**config.mk**
```make
export PLATFORM = sky130hd
export DESIGN_NAME = coprocessor_opcode_decoder
export DESIGN_NICKNAME = d
export VERILOG_FILES = /design/src/core/opdec_pkg.sv /design/src/core/coprocessor_opcode_decoder.sv
export SDC_FILE = /design/constraint.sdc
export NUM_CORES = 1
export LEC_CHECK = 0
export ABC_CLOCK_PERIOD_IN_PS = 11000
export BUFFER_PORTS_ARGS = -buffer_cell sky130_fd_sc_hd__buf_4
export CORE_UTILIZATION = 39
export CTS_BUF_LIST = sky130_fd_sc_hd__clkbuf_8
export CTS_CLUSTER_DIAMETER = 200
export CTS_CLUSTER_SIZE = 8
export DETAILED_ROUTE_END_ITERATION = 10
export GPL_TIMING_DRIVEN = 0
export HOLD_SLACK_MARGIN = 0.02
export PLACE_DENSITY_LB_ADDON = 0.25
export SLEW_MARGIN = 20
export SYNTH_ARGS = -nofsm -noshare
export SYNTH_HDL_FRONTEND = slang
export SYNTH_SLANG_ARGS = --single-unit
```
**constraint.sdc**
```tcl
create_clock -name clk -period 11 [get_ports clk]
set_clock_uncertainty 0.05 [all_clocks]
set_input_delay 2.2 -clock clk [delete_from_list [all_inputs] [get_ports clk]]
set_output_delay 2.2 -clock clk [all_outputs]
set_load 0.03 [all_outputs]
```
**src/core/opdec_pkg.sv**
```systemverilog
// shared constants and types for the coprocessor opcode decoder
package opdec_pkg;
    localparam logic [4:0] ESC_PREFIX     = 5'h1b;  // 11011 in the top five bits
    localparam logic [1:0] QS_NOP         = 2'h0;
    localparam logic [1:0] QS_FIRST       = 2'h1;
    localparam logic [1:0] QS_EMPTY       = 2'h2;
    localparam logic [1:0] QS_NEXT        = 2'h3;
    localparam logic [1:0] MOD_NO_DISP    = 2'h0;
    localparam logic [1:0] MOD_DISP8      = 2'h1;
    localparam logic [1:0] MOD_DISP16     = 2'h2;
    localparam logic [1:0] MOD_STACK      = 2'h3;
    localparam logic [2:0] RM_DIRECT      = 3'h6;
    localparam int         RESET_MIN_CYC  = 4;
    localparam logic [2:0] RESET_CNT_MAX  = 3'(RESET_MIN_CYC);
    localparam logic [1:0] SYNC_RST_VAL   = 2'h3;

    typedef enum logic [1:0] {
        FMT_REAL32  = 2'h0,
        FMT_INT32   = 2'h1,
        FMT_REAL64  = 2'h2,
        FMT_INT16   = 2'h3
    } operand_fmt_t;

    typedef enum logic [3:0] {
        OP_NONE     = 4'h0,
        OP_LOAD     = 4'h1,
        OP_STORE    = 4'h2,
        OP_STPOP    = 4'h3,
        OP_XCHG     = 4'h4,
        OP_CMP      = 4'h5,
        OP_CMPPOP   = 4'h6,
        OP_CMPPP    = 4'h7,
        OP_OTHER    = 4'h8
    } op_kind_t;

    typedef enum logic [4:0] {
        ST_IDLE     = 5'b00001,
        ST_MODRM    = 5'b00010,
        ST_DLO      = 5'b00100,
        ST_DHI      = 5'b01000,
        ST_XFER     = 5'b10000
    } dec_state_t;
endpackage : opdec_pkg

```
**src/core/coprocessor_opcode_decoder.sv**
```systemverilog
// decoder of escape-prefixed coprocessor instructions taken from the host queue
// Function
// - reset synchronised, abandons activity immediately
// - format field selects operand type
// - mode field governs displacement bytes
// - rm field selects address base register
// - mode 00, rm 110 is direct address
// - recognise load forms
// - recognise store and store-pop forms
// - 00111001 plus index is exchange
// - recognise memory and register compares
// - 11011011001 is compare with double pop
module coprocessor_opcode_decoder
    import opdec_pkg::*;
(
    input  wire logic        clk,            // system clock
    input  wire logic        arst_n,         // power-on reset, active low
    input  wire logic        reset_in,       // device reset pin, active high
    input  wire logic        ready,          // memory ready, active high
    input  wire logic [1:0]  queue_status_lines, // host queue status
    input  wire logic [7:0]  queue_byte,     // byte leaving the host queue
    input  wire logic [15:0] reg_bx,         // host base registers
    input  wire logic [15:0] reg_bp,         // host base pointer
    input  wire logic [15:0] reg_si,         // host source index
    input  wire logic [15:0] reg_di,         // host destination index
    output logic             dec_valid,      // one-cycle pulse: decode done
    output op_kind_t         op_kind,        // decoded operation
    output operand_fmt_t     operand_format_field, // memory operand type
    output logic             mem_operand,    // operand lives in memory
    output logic [2:0]       stack_index,    // indexed stack register number
    output logic [15:0]      effective_address, // memory operand address
    output logic             xfer_active,    // memory transfer in progress
    output logic             reset_active    // synchronised reset seen
);
    typedef struct packed {
        logic [1:0]   rst_sync;
        logic [2:0]   rst_cnt;
        dec_state_t   st;
        logic [2:0]   op_hi;
        logic [1:0]   mode;
        logic [5:0]   op_lo;
        logic [7:0]   dlo;
        logic         valid;
        op_kind_t     kind;
        operand_fmt_t fmt;
        logic         mem;
        logic [2:0]   sidx;
        logic [15:0]  ea;
        logic         xfer;
    } state_t;

    state_t s_q, s_d;

    logic       rst_now;
    logic [2:0] rm;
    logic [2:0] reg_f;
    logic [15:0] disp;
    logic [15:0] base;
    op_kind_t   kind_c;

    // two flops; only the second one is looked at
    assign rst_now = s_q.rst_sync[1];
    assign rm      = s_q.op_lo[2:0];
    assign reg_f   = s_q.op_lo[5:3];

    // classify from op_hi, mode, reg field and rm
    always_comb begin
        kind_c = OP_OTHER;
        if (s_q.mode != MOD_STACK) begin
            if (s_q.op_hi[0] && reg_f == 3'h0)
                kind_c = OP_LOAD;
            else if (s_q.op_hi == 3'h7 && (reg_f == 3'h5 || reg_f == 3'h4))
                kind_c = OP_LOAD;
            else if (s_q.op_hi == 3'h3 && reg_f == 3'h5)
                kind_c = OP_LOAD;
            else if (s_q.op_hi[0] && reg_f == 3'h2)
                kind_c = OP_STORE;
            else if (s_q.op_hi[0] && reg_f == 3'h3)
                kind_c = OP_STPOP;
            else if ((s_q.op_hi == 3'h7 || s_q.op_hi == 3'h3) && reg_f == 3'h7)
                kind_c = OP_STPOP;
            else if (s_q.op_hi == 3'h7 && reg_f == 3'h6)
                kind_c = OP_STPOP;
            else if (!s_q.op_hi[0] && reg_f == 3'h2)
                kind_c = OP_CMP;
            else if (!s_q.op_hi[0] && reg_f == 3'h3)
                kind_c = OP_CMPPOP;
        end else begin
            case ({s_q.op_hi, s_q.mode, reg_f})
                8'h38: kind_c = OP_LOAD;
                8'h39: kind_c = OP_XCHG;
                8'hba: kind_c = OP_STORE;
                8'hbb: kind_c = OP_STPOP;
                8'h1a: kind_c = OP_CMP;
                8'h1b: kind_c = OP_CMPPOP;
                8'hdb: kind_c = (rm == 3'h1) ? OP_CMPPP : OP_OTHER;
                default: kind_c = OP_OTHER;
            endcase
        end
    end

    // displacement per mode; mode 00 rm 110 keeps the 16-bit word alone
    always_comb begin
        case (s_q.mode)
            MOD_DISP8: disp = {{8{queue_byte[7]}}, queue_byte};
            default:   disp = {queue_byte, s_q.dlo};
        endcase
        case (rm)
            3'h0:    base = 16'(reg_bx + reg_si);
            3'h1:    base = 16'(reg_bx + reg_di);
            3'h2:    base = 16'(reg_bp + reg_si);
            3'h3:    base = 16'(reg_bp + reg_di);
            3'h4:    base = reg_si;
            3'h5:    base = reg_di;
            3'h6:    base = reg_bp;
            default: base = reg_bx;
        endcase
    end

    always_comb begin
        s_d          = s_q;
        s_d.valid    = 1'b0;
        s_d.rst_sync = {s_q.rst_sync[0], reset_in};
        if (rst_now && s_q.rst_cnt != RESET_CNT_MAX)
            s_d.rst_cnt = 3'(s_q.rst_cnt + 3'h1);
        else if (!rst_now)
            s_d.rst_cnt = 3'h0;
        if (rst_now) begin
            // any decode or transfer dropped at once
            s_d.st   = ST_IDLE;
            s_d.xfer = 1'b0;
        end else begin
            case (s_q.st)
                ST_IDLE: begin
                    if (queue_status_lines == QS_FIRST &&
                        queue_byte[7:3] == ESC_PREFIX) begin
                        s_d.op_hi = queue_byte[2:0];
                        s_d.st    = ST_MODRM;
                    end
                end
                ST_MODRM: begin
                    if (queue_status_lines == QS_EMPTY)
                        s_d.st = ST_IDLE;
                    else if (queue_status_lines == QS_NEXT) begin
                        s_d.mode  = queue_byte[7:6];
                        s_d.op_lo = queue_byte[5:0];
                        s_d.fmt   = operand_fmt_t'(s_q.op_hi[2:1]);
                        if (queue_byte[7:6] == MOD_STACK ||
                            (queue_byte[7:6] == MOD_NO_DISP &&
                             queue_byte[2:0] != RM_DIRECT))
                            s_d.st = ST_XFER;
                        else
                            s_d.st = ST_DLO;
                    end
                end
                ST_DLO: begin
                    if (queue_status_lines == QS_EMPTY)
                        s_d.st = ST_IDLE;
                    else if (queue_status_lines == QS_NEXT) begin
                        s_d.dlo = queue_byte;
                        s_d.st  = (s_q.mode == MOD_DISP8) ? ST_XFER : ST_DHI;
                    end
                end
                ST_DHI: begin
                    if (queue_status_lines == QS_EMPTY)
                        s_d.st = ST_IDLE;
                    else if (queue_status_lines == QS_NEXT)
                        s_d.st = ST_XFER;
                end
                ST_XFER: begin
                    if (!s_q.xfer) begin
                        s_d.kind = kind_c;
                        s_d.mem  = (s_q.mode != MOD_STACK);
                        s_d.sidx = rm;
                        s_d.valid = 1'b1;
                        s_d.xfer  = (s_q.mode != MOD_STACK);
                        if (s_q.mode == MOD_STACK)
                            s_d.st = ST_IDLE;
                    end else if (ready) begin
                        s_d.xfer = 1'b0;
                        s_d.st   = ST_IDLE;
                    end
                end
                default: s_d.st = ST_IDLE;
            endcase
        end
        // address latched as the modrm byte (mode 00, rm not 110) or the last displacement byte arrives
        if (!rst_now && queue_status_lines == QS_NEXT) begin
            if (s_q.st == ST_MODRM && queue_byte[7:6] == MOD_NO_DISP &&
                queue_byte[2:0] != RM_DIRECT)
                s_d.ea = (queue_byte[2:0] == 3'h4) ? reg_si :
                         (queue_byte[2:0] == 3'h5) ? reg_di :
                         (queue_byte[2:0] == 3'h7) ? reg_bx :
                         (queue_byte[2:0] == 3'h0) ? 16'(reg_bx + reg_si) :
                         (queue_byte[2:0] == 3'h1) ? 16'(reg_bx + reg_di) :
                         (queue_byte[2:0] == 3'h2) ? 16'(reg_bp + reg_si) :
                         16'(reg_bp + reg_di);
            else if (s_q.st == ST_DLO && s_q.mode == MOD_DISP8)
                s_d.ea = 16'(base + disp);
            else if (s_q.st == ST_DHI && s_q.mode == MOD_NO_DISP)
                s_d.ea = disp;
            else if (s_q.st == ST_DHI)
                s_d.ea = 16'(base + disp);
        end
    end

    always_ff @(posedge clk or negedge arst_n) begin
        if (!arst_n) begin
            s_q          <= '0;
            s_q.rst_sync <= SYNC_RST_VAL;
            s_q.st       <= ST_IDLE;
            s_q.kind     <= OP_NONE;
            s_q.fmt      <= FMT_REAL32;
        end else begin
            s_q <= s_d;
        end
    end

    assign dec_valid            = s_q.valid;
    assign op_kind              = s_q.kind;
    assign operand_format_field = s_q.fmt;
    assign mem_operand          = s_q.mem;
    assign stack_index          = s_q.sidx;
    assign effective_address    = s_q.ea;
    assign xfer_active          = s_q.xfer;
    assign reset_active         = rst_now;

    a_reset_abandon: assert property (@(posedge clk) disable iff (!arst_n)
        rst_now |=> (s_q.st == ST_IDLE && !s_q.xfer))
        else $error("reset did not abandon activity");
    a_xfer_waits_ready: assert property (@(posedge clk) disable iff (!arst_n)
        (s_q.xfer && !ready && !rst_now) |=> s_q.xfer)
        else $error("transfer ended without ready");
    a_mem_starts_xfer: assert property (@(posedge clk) disable iff (!arst_n)
        (s_q.valid && s_q.mem) |-> s_q.xfer)
        else $error("memory operand without transfer");
    a_fmt_from_opcode: assert property (@(posedge clk) disable iff (!arst_n)
        s_q.valid |-> s_q.fmt == operand_fmt_t'(s_q.op_hi[2:1]))
        else $error("format field mismatch");
    a_stack_no_mem: assert property (@(posedge clk) disable iff (!arst_n)
        s_q.valid |-> (s_q.mem == (s_q.mode != MOD_STACK)))
        else $error("stack mode flagged as memory");
    // address checks rebuild the sum from the host registers, not from base or disp
    a_disp8_bx_base: assert property (@(posedge clk) disable iff (!arst_n)
        (!rst_now && s_q.st == ST_DLO && s_q.mode == MOD_DISP8 && rm == 3'h7 &&
         queue_status_lines == QS_NEXT)
        |=> s_q.ea == 16'($past(reg_bx) + {{8{$past(queue_byte[7])}}, $past(queue_byte)}))
        else $error("short displacement address wrong");
    a_disp16_bp_di: assert property (@(posedge clk) disable iff (!arst_n)
        (!rst_now && s_q.st == ST_DHI && s_q.mode == MOD_DISP16 && rm == 3'h3 &&
         queue_status_lines == QS_NEXT)
        |=> s_q.ea == 16'($past(reg_bp) + $past(reg_di) + {$past(queue_byte), $past(s_q.dlo)}))
        else $error("long displacement address wrong");
    a_direct_address: assert property (@(posedge clk) disable iff (!arst_n)
        (!rst_now && s_q.st == ST_DHI && s_q.mode == MOD_NO_DISP &&
         queue_status_lines == QS_NEXT) |=> s_q.ea == {$past(queue_byte), $past(s_q.dlo)})
        else $error("direct address wrong");
    a_si_base: assert property (@(posedge clk) disable iff (!arst_n)
        (!rst_now && s_q.st == ST_MODRM && queue_status_lines == QS_NEXT &&
         queue_byte == 8'h04) |=> s_q.ea == $past(reg_si))
        else $error("si base wrong");
    a_xchg_decode: assert property (@(posedge clk) disable iff (!arst_n)
        (s_q.valid && s_q.op_hi == 3'h1 && s_q.mode == MOD_STACK && reg_f == 3'h1)
        |-> s_q.kind == OP_XCHG)
        else $error("exchange not decoded");
    a_cmppp_decode: assert property (@(posedge clk) disable iff (!arst_n)
        (s_q.valid && s_q.op_hi == 3'h6 && s_q.mode == MOD_STACK && s_q.op_lo == 6'h19)
        |-> s_q.kind == OP_CMPPP)
        else $error("double-pop compare not decoded");
    a_escape_only: assert property (@(posedge clk) disable iff (!arst_n)
        (s_q.st == ST_IDLE && !rst_now && queue_byte[7:3] != ESC_PREFIX) |=> s_q.st == ST_IDLE)
        else $error("non-escape byte accepted");
    a_flush_to_idle: assert property (@(posedge clk) disable iff (!arst_n)
        (!rst_now && (s_q.st == ST_MODRM || s_q.st == ST_DLO || s_q.st == ST_DHI) &&
         queue_status_lines == QS_EMPTY) |=> s_q.st == ST_IDLE)
        else $error("queue flush did not drop the instruction");
    a_load_decode: assert property (@(posedge clk) disable iff (!arst_n)
        (s_q.valid && s_q.mode != MOD_STACK && s_q.op_hi[0] && reg_f == 3'h0)
        |-> s_q.kind == OP_LOAD)
        else $error("load not decoded");
    a_bcd_load_decode: assert property (@(posedge clk) disable iff (!arst_n)
        (s_q.valid && s_q.mode != MOD_STACK && s_q.op_hi == 3'h7 && reg_f == 3'h4)
        |-> s_q.kind == OP_LOAD)
        else $error("decimal load not decoded");
    a_stpop_decode: assert property (@(posedge clk) disable iff (!arst_n)
        (s_q.valid && s_q.mode != MOD_STACK && s_q.op_hi == 3'h7 && reg_f == 3'h6)
        |-> s_q.kind == OP_STPOP)
        else $error("decimal store-pop not decoded");
    a_cmp_decode: assert property (@(posedge clk) disable iff (!arst_n)
        (s_q.valid && s_q.mode != MOD_STACK && !s_q.op_hi[0] && reg_f == 3'h2)
        |-> s_q.kind == OP_CMP)
        else $error("memory compare not decoded");

    // rst_cnt feeds only this cover; a short pin pulse is the host's fault, not ours
    c_mem_xfer:  cover property (@(posedge clk) s_q.xfer ##1 !s_q.xfer);
    c_stack_op:  cover property (@(posedge clk) s_q.valid && !s_q.mem);
    c_disp16:    cover property (@(posedge clk) s_q.st == ST_DHI);
    c_rst_abort: cover property (@(posedge clk) s_q.xfer && rst_now);
    c_rst_held:  cover property (@(posedge clk) s_q.rst_cnt == RESET_CNT_MAX);
endmodule : coprocessor_opcode_decoder

```
==> results by group <==
Outcome
  • Status: finished clean

Routing
  • Via Count: 9,207
  • Routed wire length: around 32,000 um
  • Residual DRC: 0
  • Via-to-Cell Ratio: 6.13
  • Final ANT Viol Nets: 0
  • Iter 0 DRT Violations: 1,120
  • Wirelength per Cell: 21.0 um
  • DRT Pass-1 Iters: 6

Pwr
  • Pwr Total: 0.000809 W
  • Max VDD drop: 47.3 uV
  • Part of the power in registers: roughly a quarter
  • Clk pwr share: between 15 and 20%
  • Int Pwr: approximately 0.00045 W
  • Power share of the combinational group: between 50% and 60%
  • PD cells: 83.6 nW/um^2
  • Switching power: about 0.00036 W
  • LEAKAGE: 4.31 nW
  • Sw Share: 44.2%

CTS
  • CTS Buf Count: 5
  • Worst-path clk slew: 0.10 ns
  • Root Buffer: clkbuf_8
  • Clk_lat worst skew: 0.32 ns
  • Num Clock Sinks: 54
  • Cts repair resizes: 0
  • CTS H-tree depth: 2
  • Hold_buf cts: 0
  • Clock tree buffer depth: 2
  • Post-CTS Setup Bufs: 0
  • CTS tree: built

STA
  • Clock period minus worst slack: 6.88 ns
  • Tcrit/Tclk final: 62.5%
  • Hold WS: between 0.3 and 0.4 ns
  • Total negative setup slack: 0 ns
  • Slew HR: 30.0%
  • Final setup fails: 0
  • Final Max Tran Viols: 0
  • Final hold violations: 0
  • Slew @ Worst Pin: between 1 and 1.5 ns
  • Fmax: 0.145 GHz
  • Setup slack after layout: 4.12 ns
  • RSZ-0062 raised after global routing: false

Logic synthesis
  • Post-Synthesis Net Count: approximately 1,300
  • Seq cells post-synth: 54
  • Post-Syn Instances: 1,116
  • Post-synthesis cell type count: 75
  • YS warnings: 0
  • Post-synth EDFFs: 0
  • Most used DFF post-synth: dfrtp_1
  • Seq/Total Area, Yosys: 16.0%
  • Async set or reset register ratio after synthesis: 100%
  • Synth Cell Area: between 8000 and 9000 um^2
  • Syn avg cell area: approximately 7.6 um^2

GRT
  • Gr ovfl total: 0
  • First-pass GRT wire length: 48,400 um
  • Pin count of the biggest net entering global routing: 55
  • Initial antenna violation count: 0
  • GRT Resource Usage Total: 28.3%
  • Vias in the first global route: 8,639

Floorplan
  • Initial Util: 40.0%
  • Die height: about 150 um
  • Die Span X: 149 um
  • Area of the core: 21,200 um^2
  • # IOs: 107
  • Die area: approximately 22,000 um^2
  • # rows: 53

Placed design
  • Post-DP HPWL: 25,400 um
  • # port buffers: roughly 100
  • GP Congestion: 0.940
  • Pre-CTS WS: 3.91 ns

Layout
  • Leading cell type in the layout, fill and taps excluded: buf_4
  • Layout cells sized above 1: 16.6%
  • Multi-input gate area: ~6600 um^2
  • FF+latch area: 1360 um^2
  • NumNets Final: 1,384
  • ANT cells: 0
  • Number of filler instances in the final layout: about 2,200
  • Commonest cells after routing, fill and taps aside: buf_4 (127), nand2_1 (122), a21oi_1 (111), o21ai_0 (109), nor2_1 (89)
  • Area growth from synthesis to layout: 14.4%

Worst setup path
  • CP Launch Type: input pin
  • Capturing element type of the critical path: flop
  • Crit path top cell by count: a21oi_1
  • Slowest CP cell: fa_1
  • Cell-by-cell trace of the critical path: buf_4 -> ha_1 -> fa_1 -> a21o_1 -> a21oi_1 -> o21ai_0 -> a31o_2 -> a21oi_1 -> xnor2_1 -> nor3_1 -> a311oi_1 -> a21oi_1 -> o22a_1 -> ha_1 -> nor2b_1 -> a31oi_1 -> a21oi_1 -> a31o_2 -> a31o_2 -> or3_1 -> a41oi_2 -> a21oi_1
  • Crit Path Class: in2reg
  • Worst-path fanout max: 5
  • Max incr delay on CP: 0.44 ns
  • Worst EP arrival: 7.05 ns
  • Worst Path Required: 11.17 ns

Min path
  • Hold WC Path Type: reg2reg

Flow run
  • Max cap viols: 0
power by group through the flow:
| stage | Combinational (W) | Sequential [W] | Clock (W) |
|---|---|---|---|
| after global routing | 0.000512 | 0.000208 | 0.000140 |
| after detailed placement | 0.000457 | 0.000211 | 0 |
| after floorplan | 0.000317 | 0.000210 | 0 |
| final | 0.000474 | 0.000207 | 0.000128 |
| after CTS | 0.000460 | 0.000207 | 0.000131 |
| after global placement | 0.000454 | 0.000211 | 0 |
through the flow:
step | utilization [%] | area, um^2 | std cells
5_1_grt | 45.7 | 9670 | 1501
3_3_place_gp | 45.2 | 9560 | 1493
4_1_cts | 45.7 | 9670 | 1501
6_report | 45.7 | 9670 | 1501
2_1_floorplan | - | 8450 | 1116
3_5_place_dp | 45.2 | 9560 | 1493
worst max-delay path, delay by kind of cell:
| kind | cells | cell delay, ns |
|---|---|---|
| AND/OR/NAND/NOR | 3 | 0.60 |
| buffers and inverters | 1 | 0.13 |
| AO/OA/AOI/OAI | 14 | 2.89 |
| XOR/XNOR | 1 | 0.19 |
| adder cells (fa/ha/maj) | 3 | 1.05 |
sequential cells by signal, summed over array words and instances, names as in the netlist:
signal and count:
s_q 18, effective_address 16, operand_format_field 2, mem_operand 1, xfer_active 1, dec_valid 1
op_kind 4, stack_index 3, rm 3, reg_f 3, reset_active 1, s_d 1
worst paths after layout:
kind | depth (start not counted) | slack [ns] | start | end
worst min-delay path | 0 | 0.32 | s_d[56]$_DFF_PN1_ | reset_active$_DFF_PN1_
worst max register to register | 15 | 5.20 | rm[1]$_DFFE_PN0P_ | effective_address[15]$_DFFE_PN0P_
min in group asynchronous | 1 | 1.86 | arst_n | s_q[31]$_DFFE_PN0P_
worst min register to register | 0 | 0.32 | s_d[56]$_DFF_PN1_ | reset_active$_DFF_PN1_
max in group asynchronous | 1 | 8.56 | arst_n | reg_f[0]$_DFFE_PN0P_
worst max-delay path | 22 | 4.12 | reg_bx[0] | effective_address[15]$_DFFE_PN0P_
routing by layer:
layer,global-route usage [%],wire [um],up-vias
met3,3.12,2740,78
met5,0,0,-
li1,-,-,4347
met1,39.1,13900,4297
met2,45.3,13900,485
met4,9.69,980,0
cell families after synthesis:
group,share of synthesized area (%)
simple gates,18.4
fa+ha+maj,12.4
compound gates,29.6
xor+xnor,6.94
buf+inv,5.77
mux,10.8
flops,16.0
area by class of cell:
cell class / count / area share (%)
clock inverters: 1 / 0.0905
flip-flops and latches: 54 / 14.0
repair buffers: 102 / 7.92
well taps: 275 / 3.56
multi-input cells: 957 / 68.4
inverters: 24 / 0.931
plain buffers: 81 / 4.11
clock buffers: 7 / 0.996
Yosys cell counts (5+ instances only):
master,instances,area (um^2)
fa_1,5,100
dfrtp_1,51,1280
inv_1,22,82.6
nand2b_1,11,68.8
mux4_2,9,203
nor3_1,35,175
or2_2,5,31.3
buf_4,25,188
o21bai_1,9,67.6
ha_1,76,951
or3_1,7,43.8
a21o_1,25,188
o22ai_1,9,56.3
a31oi_1,22,138
a311oi_1,5,43.8
mux2i_1,29,290
o21a_1,11,82.6
nor3b_1,6,45.0
nand2_1,122,458
o221ai_1,5,43.8
a21oi_1,111,556
a211o_1,5,43.8
xor2_1,23,201
a31o_2,5,43.8
and3_1,5,31.3
mux2_2,37,417
nand3_1,21,105
clkbuf_1,52,195
o211ai_1,6,45.0
nor2b_1,12,75.1
o21ai_0,109,546
o31ai_1,9,67.6
xnor2_1,44,385
a211oi_1,14,105
nor2_1,89,334
a221oi_1,11,96.3
Power figures use the tool's default switching activity.
